## config.mk

```make
export PLATFORM = sky130hd
export DESIGN_NAME = ebr_read
export DESIGN_NICKNAME = d
export VERILOG_FILES = /design/src/ebr_buf.v /design/src/ebr_read.v
export VERILOG_INCLUDE_DIRS = /design/src /design/src/pkg
export SDC_FILE = /design/constraint.sdc
export NUM_CORES = 1
export LEC_CHECK = 0
export ABC_AREA = 1
export BUFFER_PORTS_ARGS = -buffer_cell sky130_fd_sc_hd__clkbuf_2
export CAP_MARGIN = 20
export CORE_MARGIN = 5
export CORE_UTILIZATION = 48
export DETAILED_ROUTE_END_ITERATION = 12
export PLACE_DENSITY = 0.75
export SKIP_CTS_REPAIR_TIMING = 1
export SYNTH_ARGS = -nofsm -noshare
export SYNTH_HDL_FRONTEND = slang
export SYNTH_SLANG_ARGS = --single-unit
```

## constraint.sdc

```tcl
create_clock -name clk -period 2.99 [get_ports clk]
set_input_delay 0.299 -clock clk [delete_from_list [all_inputs] [get_ports clk]]
set_output_delay 0.299 -clock clk [all_outputs]
set_load 0.005 [all_outputs]
```

## src/pkg/ebr_defs.vh

```
/*
 External bus read cycle: constants for the read sequencer.
 Assumes a 20 MHz processor clock; no software registers.
*/
`ifndef EBR_DEFS_VH
`define EBR_DEFS_VH
`define EBR_ADDR_W 14
`define EBR_DATA_W 16
`define EBR_WAIT_W 4
`define EBR_WAIT_MAX 4'hF
`define EBR_SPACE_BOOT 2'h0
`define EBR_SPACE_PROG 2'h1
`define EBR_SPACE_DATA 2'h2
`define EBR_SPACE_IO 2'h3
`define EBR_SEL_IDLE 4'hF
`define EBR_CLK_NS 50
`define EBR_SETUP_CYC 1
`define EBR_BUF_DEPTH 2
`endif

```

## src/ebr_buf.v

```verilog
/*
 Two-entry buffer with valid/ready on both sides.
 Assumes one clock and an already synchronised active-low reset.
*/
`timescale 1ns/10ps
module ebr_buf #(
    parameter WIDTH = 16
) (
    // Clock and reset
    input wire clk,
    input wire rst_n,
    // Filling side
    input wire in_valid,
    output wire in_ready,
    input wire [WIDTH-1:0] in_data,
    // Draining side
    output wire out_valid,
    input wire out_ready,
    output wire [WIDTH-1:0] out_data
);
    reg [WIDTH-1:0] mem0;
    reg [WIDTH-1:0] mem1;
    reg wr_ptr;
    reg rd_ptr;
    reg [1:0] count;
    wire push;
    wire pop;

    assign in_ready = (count != 2'h2);
    assign out_valid = (count != 2'h0);
    assign out_data = rd_ptr ? mem1 : mem0;
    assign push = in_valid && in_ready;
    assign pop = out_valid && out_ready;

    always @(posedge clk or negedge rst_n)
    begin
        if (!rst_n)
        begin
            mem0 <= {WIDTH{1'b0}};
            mem1 <= {WIDTH{1'b0}};
            wr_ptr <= 1'b0;
            rd_ptr <= 1'b0;
            count <= 2'h0;
        end
        else
        begin
            if (push)
            begin
                if (wr_ptr)
                    mem1 <= in_data;
                else
                    mem0 <= in_data;
                wr_ptr <= ~wr_ptr;
            end
            if (pop)
                rd_ptr <= ~rd_ptr;
            if (push && !pop)
                count <= count + 2'h1;
            else if (pop && !push)
                count <= count - 2'h1;
        end
    end
endmodule // ebr_buf

```

## src/ebr_read.v

```verilog
/*
 External parallel bus read sequencer with per-space wait states.
 Assumes a memory-mapped peripheral behind an external decoder; the
 peripheral drives data only while the read strobe is low.
*/
`timescale 1ns/10ps
`include "ebr_defs.vh"
// Behaviour
// - Address and space select driven together
// - Program/data buses share external buses
// - Four active-low selects, exactly one asserted during an access, none when idle
// - Data captured on strobe rising edge
// - Strobe low half cycle plus waits (the code holds it low one whole cycle plus waits)
// - Per-space wait states zero to fifteen
// - Each wait adds one clock period
// - Address, select, strobe held during waits
module ebr_read #(
    parameter AW = `EBR_ADDR_W,
    parameter DW = `EBR_DATA_W
) (
    // Clock and reset
    input wire clk,
    input wire resetn,
    // Wait-state configuration per space
    input wire [`EBR_WAIT_W-1:0] boot_waits,
    input wire [`EBR_WAIT_W-1:0] prog_waits,
    input wire [`EBR_WAIT_W-1:0] data_waits,
    input wire [`EBR_WAIT_W-1:0] io_waits,
    // Conversion-complete request
    input wire irq_n,
    // Internal read requests: program and data address buses
    input wire req_valid,
    output reg req_ready,
    input wire [1:0] req_space,
    input wire req_from_prog,
    input wire [AW-1:0] prog_addr,
    input wire [AW-1:0] data_addr,
    // Address used when servicing the request line
    input wire [AW-1:0] irq_addr,
    input wire [1:0] irq_space,
    // External bus
    output reg [AW-1:0] ext_addr,
    input wire [DW-1:0] ext_data_in,
    output reg rd_n,
    output reg boot_space_select_n,
    output reg program_space_select_n,
    output reg data_space_select_n,
    output reg io_space_select_n,
    // Read data out
    output reg rdata_valid,
    input wire rdata_ready,
    output reg [DW-1:0] rdata,
    output reg rdata_from_irq
);
    localparam ST_IDLE = 2'h0;
    localparam ST_SETUP = 2'h1;
    localparam ST_STROBE = 2'h2;
    localparam ST_DONE = 2'h3;

    reg rst_s1;
    reg rst_n;
    reg [1:0] state;
    reg [`EBR_WAIT_W-1:0] wait_cnt;
    reg irq_d;
    reg irq_pend;
    reg cur_irq;
    reg [DW:0] cap_word;
    reg cap_valid;
    reg [1:0] next_state;
    wire buf_in_ready;
    wire buf_out_valid;
    wire [DW:0] buf_out_data;
    wire irq_edge;

    // Wait count of the space being accessed
    function [`EBR_WAIT_W-1:0] waits_of;
        input [1:0] sp;
        begin
            case (sp)
                `EBR_SPACE_BOOT: waits_of = boot_waits;
                `EBR_SPACE_PROG: waits_of = prog_waits;
                `EBR_SPACE_DATA: waits_of = data_waits;
                default: waits_of = io_waits;
            endcase
        end
    endfunction

    // One-hot active-low select for a space
    function [3:0] sel_of;
        input [1:0] sp;
        begin
            sel_of = `EBR_SEL_IDLE;
            sel_of[sp] = 1'b0;
        end
    endfunction

    always @(posedge clk or negedge resetn)
    begin
        if (!resetn)
        begin
            rst_s1 <= 1'b0;
            rst_n <= 1'b0;
        end
        else
        begin
            rst_s1 <= 1'b1;
            rst_n <= rst_s1;
        end
    end

    assign irq_edge = !irq_n && irq_d;

    always @*
    begin
        next_state = state;
        case (state)
            ST_IDLE:
                if (buf_in_ready && (irq_pend || req_valid))
                    next_state = ST_SETUP;
            ST_SETUP:
                next_state = ST_STROBE;
            ST_STROBE:
                if (wait_cnt == {`EBR_WAIT_W{1'b0}})
                    next_state = ST_DONE;
            ST_DONE:
                next_state = ST_IDLE;
            default:
                next_state = ST_IDLE;
        endcase
    end

    always @(posedge clk or negedge rst_n)
    begin
        if (!rst_n)
        begin
            state <= ST_IDLE;
            wait_cnt <= {`EBR_WAIT_W{1'b0}};
            irq_d <= 1'b1;
            irq_pend <= 1'b0;
            cur_irq <= 1'b0;
            req_ready <= 1'b0;
            ext_addr <= {AW{1'b0}};
            rd_n <= 1'b1;
            boot_space_select_n <= 1'b1;
            program_space_select_n <= 1'b1;
            data_space_select_n <= 1'b1;
            io_space_select_n <= 1'b1;
            cap_word <= {(DW+1){1'b0}};
            cap_valid <= 1'b0;
        end
        else
        begin
            state <= next_state;
            irq_d <= irq_n;
            req_ready <= 1'b0;
            cap_valid <= 1'b0;
            // New request wins over clearing of the pending flag
            if (irq_edge)
                irq_pend <= 1'b1;
            else if (state == ST_IDLE && next_state == ST_SETUP
                     && irq_pend)
                irq_pend <= 1'b0;
            case (state)
                ST_IDLE:
                    if (next_state == ST_SETUP)
                    begin
                        // Request line has priority over program reads
                        cur_irq <= irq_pend;
                        if (irq_pend)
                        begin
                            ext_addr <= irq_addr;
                            {io_space_select_n, data_space_select_n,
                             program_space_select_n,
                             boot_space_select_n} <=
                                sel_of(irq_space);
                            wait_cnt <= waits_of(irq_space);
                        end
                        else
                        begin
                            req_ready <= 1'b1;
                            ext_addr <= req_from_prog ? prog_addr
                                                      : data_addr;
                            {io_space_select_n, data_space_select_n,
                             program_space_select_n,
                             boot_space_select_n} <=
                                sel_of(req_space);
                            wait_cnt <= waits_of(req_space);
                        end
                    end
                ST_SETUP:
                    rd_n <= 1'b0;
                ST_STROBE:
                    // Whole-cycle strobe stands for the half-cycle base
                    if (wait_cnt != {`EBR_WAIT_W{1'b0}})
                        wait_cnt <= wait_cnt
                            - {{(`EBR_WAIT_W-1){1'b0}}, 1'b1};
                    else
                    begin
                        rd_n <= 1'b1;
                        ext_addr <= {AW{1'b0}};
                        boot_space_select_n <= 1'b1;
                        program_space_select_n <= 1'b1;
                        data_space_select_n <= 1'b1;
                        io_space_select_n <= 1'b1;
                        // Sampled as the strobe rises: peripheral still drives
                        cap_word <= {cur_irq, ext_data_in};
                        cap_valid <= 1'b1;
                    end
                default:
                    ;
            endcase
        end
    end

    // Entry reserved before start, so a captured word always fits
    ebr_buf #(
        .WIDTH(DW + 1)
    ) u_buf (
        .clk(clk),
        .rst_n(rst_n),
        .in_valid(cap_valid),
        .in_ready(buf_in_ready),
        .in_data(cap_word),
        .out_valid(buf_out_valid),
        .out_ready(rdata_ready && rdata_valid || !rdata_valid),
        .out_data(buf_out_data)
    );

    // Output register stage keeps top outputs straight from flops
    always @(posedge clk or negedge rst_n)
    begin
        if (!rst_n)
        begin
            rdata_valid <= 1'b0;
            rdata <= {DW{1'b0}};
            rdata_from_irq <= 1'b0;
        end
        else if (!rdata_valid || rdata_ready)
        begin
            rdata_valid <= buf_out_valid;
            rdata <= buf_out_data[DW-1:0];
            rdata_from_irq <= buf_out_data[DW];
        end
    end
endmodule // ebr_read

```

==> impl_metrics.env, run 1 <==
export IMPL_status="finished clean"
export IMPL_ctsRootBufferMaster="clkbuf_8"
export IMPL_port_buffers=121
export IMPL_antenna_found_initial=0
export IMPL_clockBufferDepth=2
export IMPL_peakVddDrop_v=0.000425
export IMPL_n_fill_cell=892
export IMPL_r2r_start="state[0]$_DFF_PN0_"
export IMPL_viasPerCell=5.15
export IMPL_clk_pin_slew_ns=0.09
export IMPL_synth_edf_count=0
export IMPL_leakagePower_uw=0.00304
export IMPL_hold_path_end="irq_d$_DFF_PN1_"
export IMPL_reg2regPathDepth=11
export IMPL_cellPowerDensity_nw_per_um2=993
export IMPL_cts_max_level=3
export IMPL_reg2reg_slack_ns=0.79
export IMPL_placed_cell_area_um2=5630
export IMPL_drive_gt1_share_pct=24.4
export IMPL_wire_per_inst_um=14.0
export IMPL_drv_cap=0
export IMPL_grt_pass1_wl_um=20300
export IMPL_ios=122
export IMPL_num_antenna_cells=0
export IMPL_layout_nets=797
export IMPL_die_w_um=112
export IMPL_path_class="flop to flop"
export IMPL_tns_ns=0
export IMPL_rows=37
export IMPL_synthesis_area_um2=5000
export IMPL_post_route_cell_area_um2=5860
export IMPL_routed_wl_um=11900
export IMPL_slew_limit_headroom_pct=34.0
export IMPL_ys_seq_area_share_pct=52.7
export IMPL_worstPathRequired_ns=3.25
export IMPL_clk_latency_ns=0.37
export IMPL_end_kind="flop"
export IMPL_grt_max_degree=60
export IMPL_crit_fanout=23
export IMPL_hold_viol_final=0
export IMPL_fin_crit_ns=2.20
export IMPL_yosys_warnings=0
export IMPL_utilization_pct=57.3
export IMPL_syn_nets=691
export IMPL_via_count=4375
export IMPL_first_iter_violations=330
export IMPL_synth_area_top_cells="dfrtp_1 (50%), nand2_1 (14%), o21ai_0 (7.1%)"
export IMPL_worstSetupStartpointType="flop"
export IMPL_worst_pin_slew_ns=0.988
export IMPL_yosys_area_top_type="dfrtp_1"
export IMPL_r2r_end="ext_addr[9]$_DFFE_PN0P_"
export IMPL_finalSetupViolCount=0
export IMPL_rsz0062_at_grt="no"
export IMPL_syn_instance_count=602
export IMPL_ys_async_sr_fraction_pct=100
export IMPL_gp_congestion=0.860
export IMPL_maxSlewViolCount=0
export IMPL_synth_top_area_share_pct=49.6
export IMPL_fin_skew_ns=0.0134
export IMPL_fmax_mhz=454
export IMPL_syn_to_final_growth_pct=17.4
export IMPL_detail_route_antenna_nets=0
export IMPL_synth_flop_cell="dfrtp_1"
export IMPL_fp_dieH_um=112
export IMPL_hold_depth=1
export IMPL_grt_overflow=0
export IMPL_avgSynthCellArea_um2=8.30
export IMPL_drc=0
export IMPL_place_inst=832
export IMPL_cts_sinks=105
export IMPL_grt_usage_pct=19.4
export IMPL_drt_pass1_iterations=6
export IMPL_hp_start="irq_n"
export IMPL_first_global_vias=4275
export IMPL_period_share_pct=73.7
export IMPL_arrival_ns=2.46
export IMPL_core_um2=10200
export IMPL_ys_ff_latch=105
export IMPL_startpoint="state[0]$_DFF_PN0_"
export IMPL_die_area_um2=12500
export IMPL_cts_tree="done"
export IMPL_initial_utilization_pct=48.8
export IMPL_finalNonFillerCells=849
export IMPL_cts_buffers=9
export IMPL_yosys_cell_types_count=32
export IMPL_hp_class="primary input to flop"
export IMPL_hpwl_um=8690
-- sequential cells by signal, indices dropped and copies added (netlist names) --
name,cells
req_ready,1
cap_valid,1
ext_addr,14
u_buf.rd_ptr,1
rst_n,1
wait_cnt,4
rdata_from_irq,1
boot_space_select_n,1
program_space_select_n,1
irq_pend,1
rdata,16
u_buf.wr_ptr,1
io_space_select_n,1
data_space_select_n,1
state,2
rst_s1,1
cur_irq,1
irq_d,1
u_buf.mem0,17
u_buf.count,2
rdata_valid,1
rd_n,1
u_buf.mem1,17
cap_word,17
-- worst max-delay path: stages, from the launching register on --
cell and delay, ns:
dfrtp_1 0.42, inv_1 0.10, ha_1 0.39, inv_4 0.18
nor2_4 0.13, nand3_2 0.08, nand3_2 0.10, nand2_4 0.08
nand2_4 0.25, nand2_4 0.20, nand2_1 0.10, nand2_1 0.05
-- power by group --
| group | total [uW] | switching (uW) | internal, uW |
|---|---|---|---|
| clock | 956 | 462 | 494 |
| combinational | 2400 | 1510 | 888 |
| sequential | 2470 | 365 | 2100 |
| total | 5820 | 2340 | 3480 |
-- placed cells by master, fill, tap and decap left out, types with 5 or more instances in the layout --
cell      count
nand3_1      28
dfstp_2       6
inv_1        40
o21ai_1      12
ha_1          5
clkbuf_8     10
nand3_2      12
a31oi_1      17
buf_4         8
o21ai_0      71
a21oi_1      37
clkbuf_2    121
dfrtp_1      98
nand2_1     192
nor2_1       26
-- cell type report --
class | instances | area, um2 | area share [%]
repair buffers | 130 | 676 | 11.5
flip-flops and latches | 105 | 2640 | 45.0
inverters | 45 | 174 | 2.97
clock buffers | 11 | 141 | 2.41
well taps | 136 | 170 | 2.90
clock inverters | 5 | 78.8 | 1.34
multi-input cells | 417 | 1980 | 33.8
-- cell families after synthesis --
| group | Yosys count | synth area share (%) |
|---|---|---|
| fa+ha+maj | 5 | 1.25 |
| other cells | 1 | 0.0751 |
| flops | 105 | 52.7 |
| simple gates | 268 | 23.1 |
| xor+xnor | 5 | 0.877 |
| compound gates | 138 | 14.3 |
| buf+inv | 80 | 7.59 |
-- cell usage after synthesis, types with 3 or more instances --
| master | n |
|---|---|
| dfrtp_1 | 99 |
| buf_6 | 4 |
| buf_2 | 7 |
| nor2_1 | 27 |
| ha_1 | 5 |
| dfstp_2 | 6 |
| o21ai_0 | 71 |
| a21oi_1 | 37 |
| xor2_1 | 3 |
| nand2_1 | 192 |
| inv_1 | 40 |
| nand2_4 | 3 |
| a31oi_1 | 17 |
| nand3_1 | 28 |
| o21ai_1 | 12 |
| clkbuf_1 | 19 |
| nand3_2 | 12 |
-- metrics by stage --
step                setup WS (ns)  power [uW]  hold WS [ns]
floorplan                    1.24        4240       0.00341
global placement            0.985        4760        0.0855
detailed placement          0.831        4900        0.0902
CTS                         0.813        5850        -0.316
global route                0.625        6320        0.0175
finish                      0.786        5820        0.0403
-- worst max-delay path by stage --
| stage | end | slack [ns] | cells past startpoint |
|---|---|---|---|
| 2_1_floorplan | cap_valid$_DFF_PN0_ | 1.24 | 0 |
| 3_3_place_gp | ext_addr[12]$_DFFE_PN0P_ | 0.99 | 11 |
| 6_report | ext_addr[9]$_DFFE_PN0P_ | 0.79 | 11 |
| 5_1_grt | ext_addr[9]$_DFFE_PN0P_ | 0.62 | 11 |
| 3_5_place_dp | ext_addr[6]$_DFFE_PN0P_ | 0.83 | 11 |
| 4_1_cts | ext_addr[1]$_DFFE_PN0P_ | 0.81 | 11 |
-- layer usage --
metal	GRT usage (%)	vias to the layer above	routed length [um]
met5	0	-	0
met4	6.89	0	174
met3	5.34	18	930
met2	30.1	170	5550
met1	26.5	2022	5260
li1	-	2165	-
No activity file was read; power rests on OpenSTA's default activity.
==> run 2: changes to the inputs <==
==> constraint.sdc (replaced) <==
create_clock -name clk -period 2 [get_ports clk]
set_input_delay 0.2 -clock clk [delete_from_list [all_inputs] [get_ports clk]]
set_output_delay 0.2 -clock clk [all_outputs]
set_load 0.005 [all_outputs]
==> impl_metrics.env, run 2 (synthesis results as in run 1) <==
export IMPL_status="finished clean"
export IMPL_whs_ns=0.0317
export IMPL_n_fill_cell=925
export IMPL_die_w_um=112
export IMPL_slew_limit_headroom_pct=65.4
export IMPL_finalSetupViolCount=0
export IMPL_hold_viol_final=0
export IMPL_drv_cap=0
export IMPL_end_kind="flop"
export IMPL_ctsRootBufferMaster="clkbuf_8"
export IMPL_grt_pass1_wl_um=20900
export IMPL_period_share_pct=87.8
export IMPL_grt_overflow=0
export IMPL_fin_skew_ns=0.0105
export IMPL_drive_gt1_share_pct=25.0
export IMPL_reg2reg_slack_ns=0.24
export IMPL_hp_start="ext_data_in[11]"
export IMPL_critPathMostFrequentCell="nand2_4"
export IMPL_mostFrequentLayoutCell="nand2_1"
export IMPL_arrival_ns=2.02
export IMPL_clockBufferDepth=2
export IMPL_final_cell_mix="nand2_1 (192), clkbuf_2 (121), dfrtp_1 (98), o21ai_0 (71), inv_1 (40)"
export IMPL_initial_utilization_pct=48.8
export IMPL_cellPowerDensity_nw_per_um2=1470
export IMPL_gp_congestion=0.889
export IMPL_first_iter_violations=338
export IMPL_fin_crit_ns=1.76
export IMPL_worstPathRequired_ns=2.27
export IMPL_grt_usage_pct=20.1
export IMPL_cts_buffers=9
export IMPL_cts_max_level=3
export IMPL_core_um2=10200
export IMPL_die_area_um2=12500
export IMPL_rows=37
export IMPL_cp_cell_sequence="inv_1 > ha_1 > o21ai_1 > nand3_2 > nand2_4 > nand2_4 > buf_4 > nand3_1 > nand2_1"
export IMPL_fmax_mhz=570
export IMPL_cts_sinks=105
export IMPL_num_antenna_cells=0
export IMPL_layout_nets=803
export IMPL_startpoint="state[0]$_DFF_PN0_"
export IMPL_wire_per_inst_um=14.2
export IMPL_utilization_pct=57.9
export IMPL_clk_pin_slew_ns=0.10
export IMPL_first_global_vias=4385
export IMPL_peakVddDrop_v=0.000543
export IMPL_port_buffers=121
export IMPL_fp_dieH_um=112
export IMPL_setup_slack_ns=0.244
export IMPL_pre_cts_ws_ns=0.239
export IMPL_slowest_stage="dfrtp_1"
export IMPL_endpoint="ext_addr[9]$_DFFE_PN0P_"
export IMPL_cpPeakStageDelay_ns=0.38
export IMPL_largestRegisters="cap_word: 17 flops, u_buf.mem0: 17 flops, u_buf.mem1: 17 flops"
export IMPL_antenna_found_initial=0
export IMPL_rsz0062_at_grt="no"
export IMPL_fin_total_pwr_uw=8680
export IMPL_via_count=4369
export IMPL_worst_pin_slew_ns=0.514
export IMPL_drt_pass1_iterations=4
export IMPL_tns_ns=0
export IMPL_syn_to_final_growth_pct=18.5
export IMPL_clk_latency_ns=0.37
export IMPL_reg2regPathDepth=9
export IMPL_viasPerCell=5.11
export IMPL_maxSlewViolCount=0
export IMPL_hpwl_um=8920
export IMPL_cts_tree="done"
export IMPL_path_class="flop to flop"
export IMPL_grt_max_degree=37
export IMPL_r2r_start="state[0]$_DFF_PN0_"
export IMPL_crit_fanout=11
export IMPL_hp_class="primary input to flop"
export IMPL_detail_route_antenna_nets=0
export IMPL_drc=0
export IMPL_routed_wl_um=12100
export IMPL_ios=122
export IMPL_worstSetupStartpointType="flop"
export IMPL_r2r_end="ext_addr[9]$_DFFE_PN0P_"
export IMPL_leakagePower_uw=0.00307
==> run 2: cell count changes in the layout (fill, tap and decap cells not counted) <==
cell,change
clkinv_2,+1
clkbuf_8,+1
buf_12,+2
clkbuf_1,-1
buf_4,+3
dlygate4sd3_1,+1
bufinv_16,-1
==> run 2: critical path: cells and delay by family, from the launching register on <==
kind,cells,cell delay [ns]
simple gates,5,0.50
flops,1,0.38
buf+inv,2,0.29
fa+ha+maj,1,0.27
compound gates,1,0.19
==> run 2: power breakdown <==
group	internal [uW]	total [uW]	switching [uW]	leakage (uW)
combinational	1400	3660	2260	0.00166
sequential	3140	3680	535	0.00130
clock	643	1340	701	0.000109
total	5190	8680	3500	0.00307
==> run 2: final cells by class <==
type | count | area [um2] | share of cell area [%]
sequential | 105 | 2640 | 44.6
inverter | 45 | 174 | 2.94
tap | 136 | 170 | 2.87
timing repair buffer | 136 | 748 | 12.6
clock inverter | 5 | 53.8 | 0.909
clock buffer | 11 | 151 | 2.56
multi-input combinational | 417 | 1980 | 33.5
==> run 2: worst min path at each step <==
stage	end	slack, ns	depth (start not counted)
floorplan	rst_n$_DFF_PN0_	-0.1	0
global placement	rst_s1$_DFF_PN0_	-0.01	1
detailed placement	rst_n$_DFF_PN0_	-0.01	1
CTS	rst_n$_DFF_PN0_	-0.42	1
global route	cap_word[3]$_DFFE_PN0P_	0.02	3
finish	cap_word[11]$_DFFE_PN0P_	0.03	3
==> run 2: layer usage <==
metal  vias to the layer above  track usage, %  share of wire, %
li1                       2168               -                 -
met1                      2025            26.7                44
met2                       165            32.9                48
met3                        11            4.42               6.7
met4                         0            7.05               1.2
met5                         -               0                 0
==> run 2: through the flow <==
stage,std cells,cell area [um2]
2_1_floorplan,602,5000
3_3_place_gp,837,5700
3_5_place_dp,837,5700
4_1_cts,853,5900
5_1_grt,855,5920
6_report,855,5920
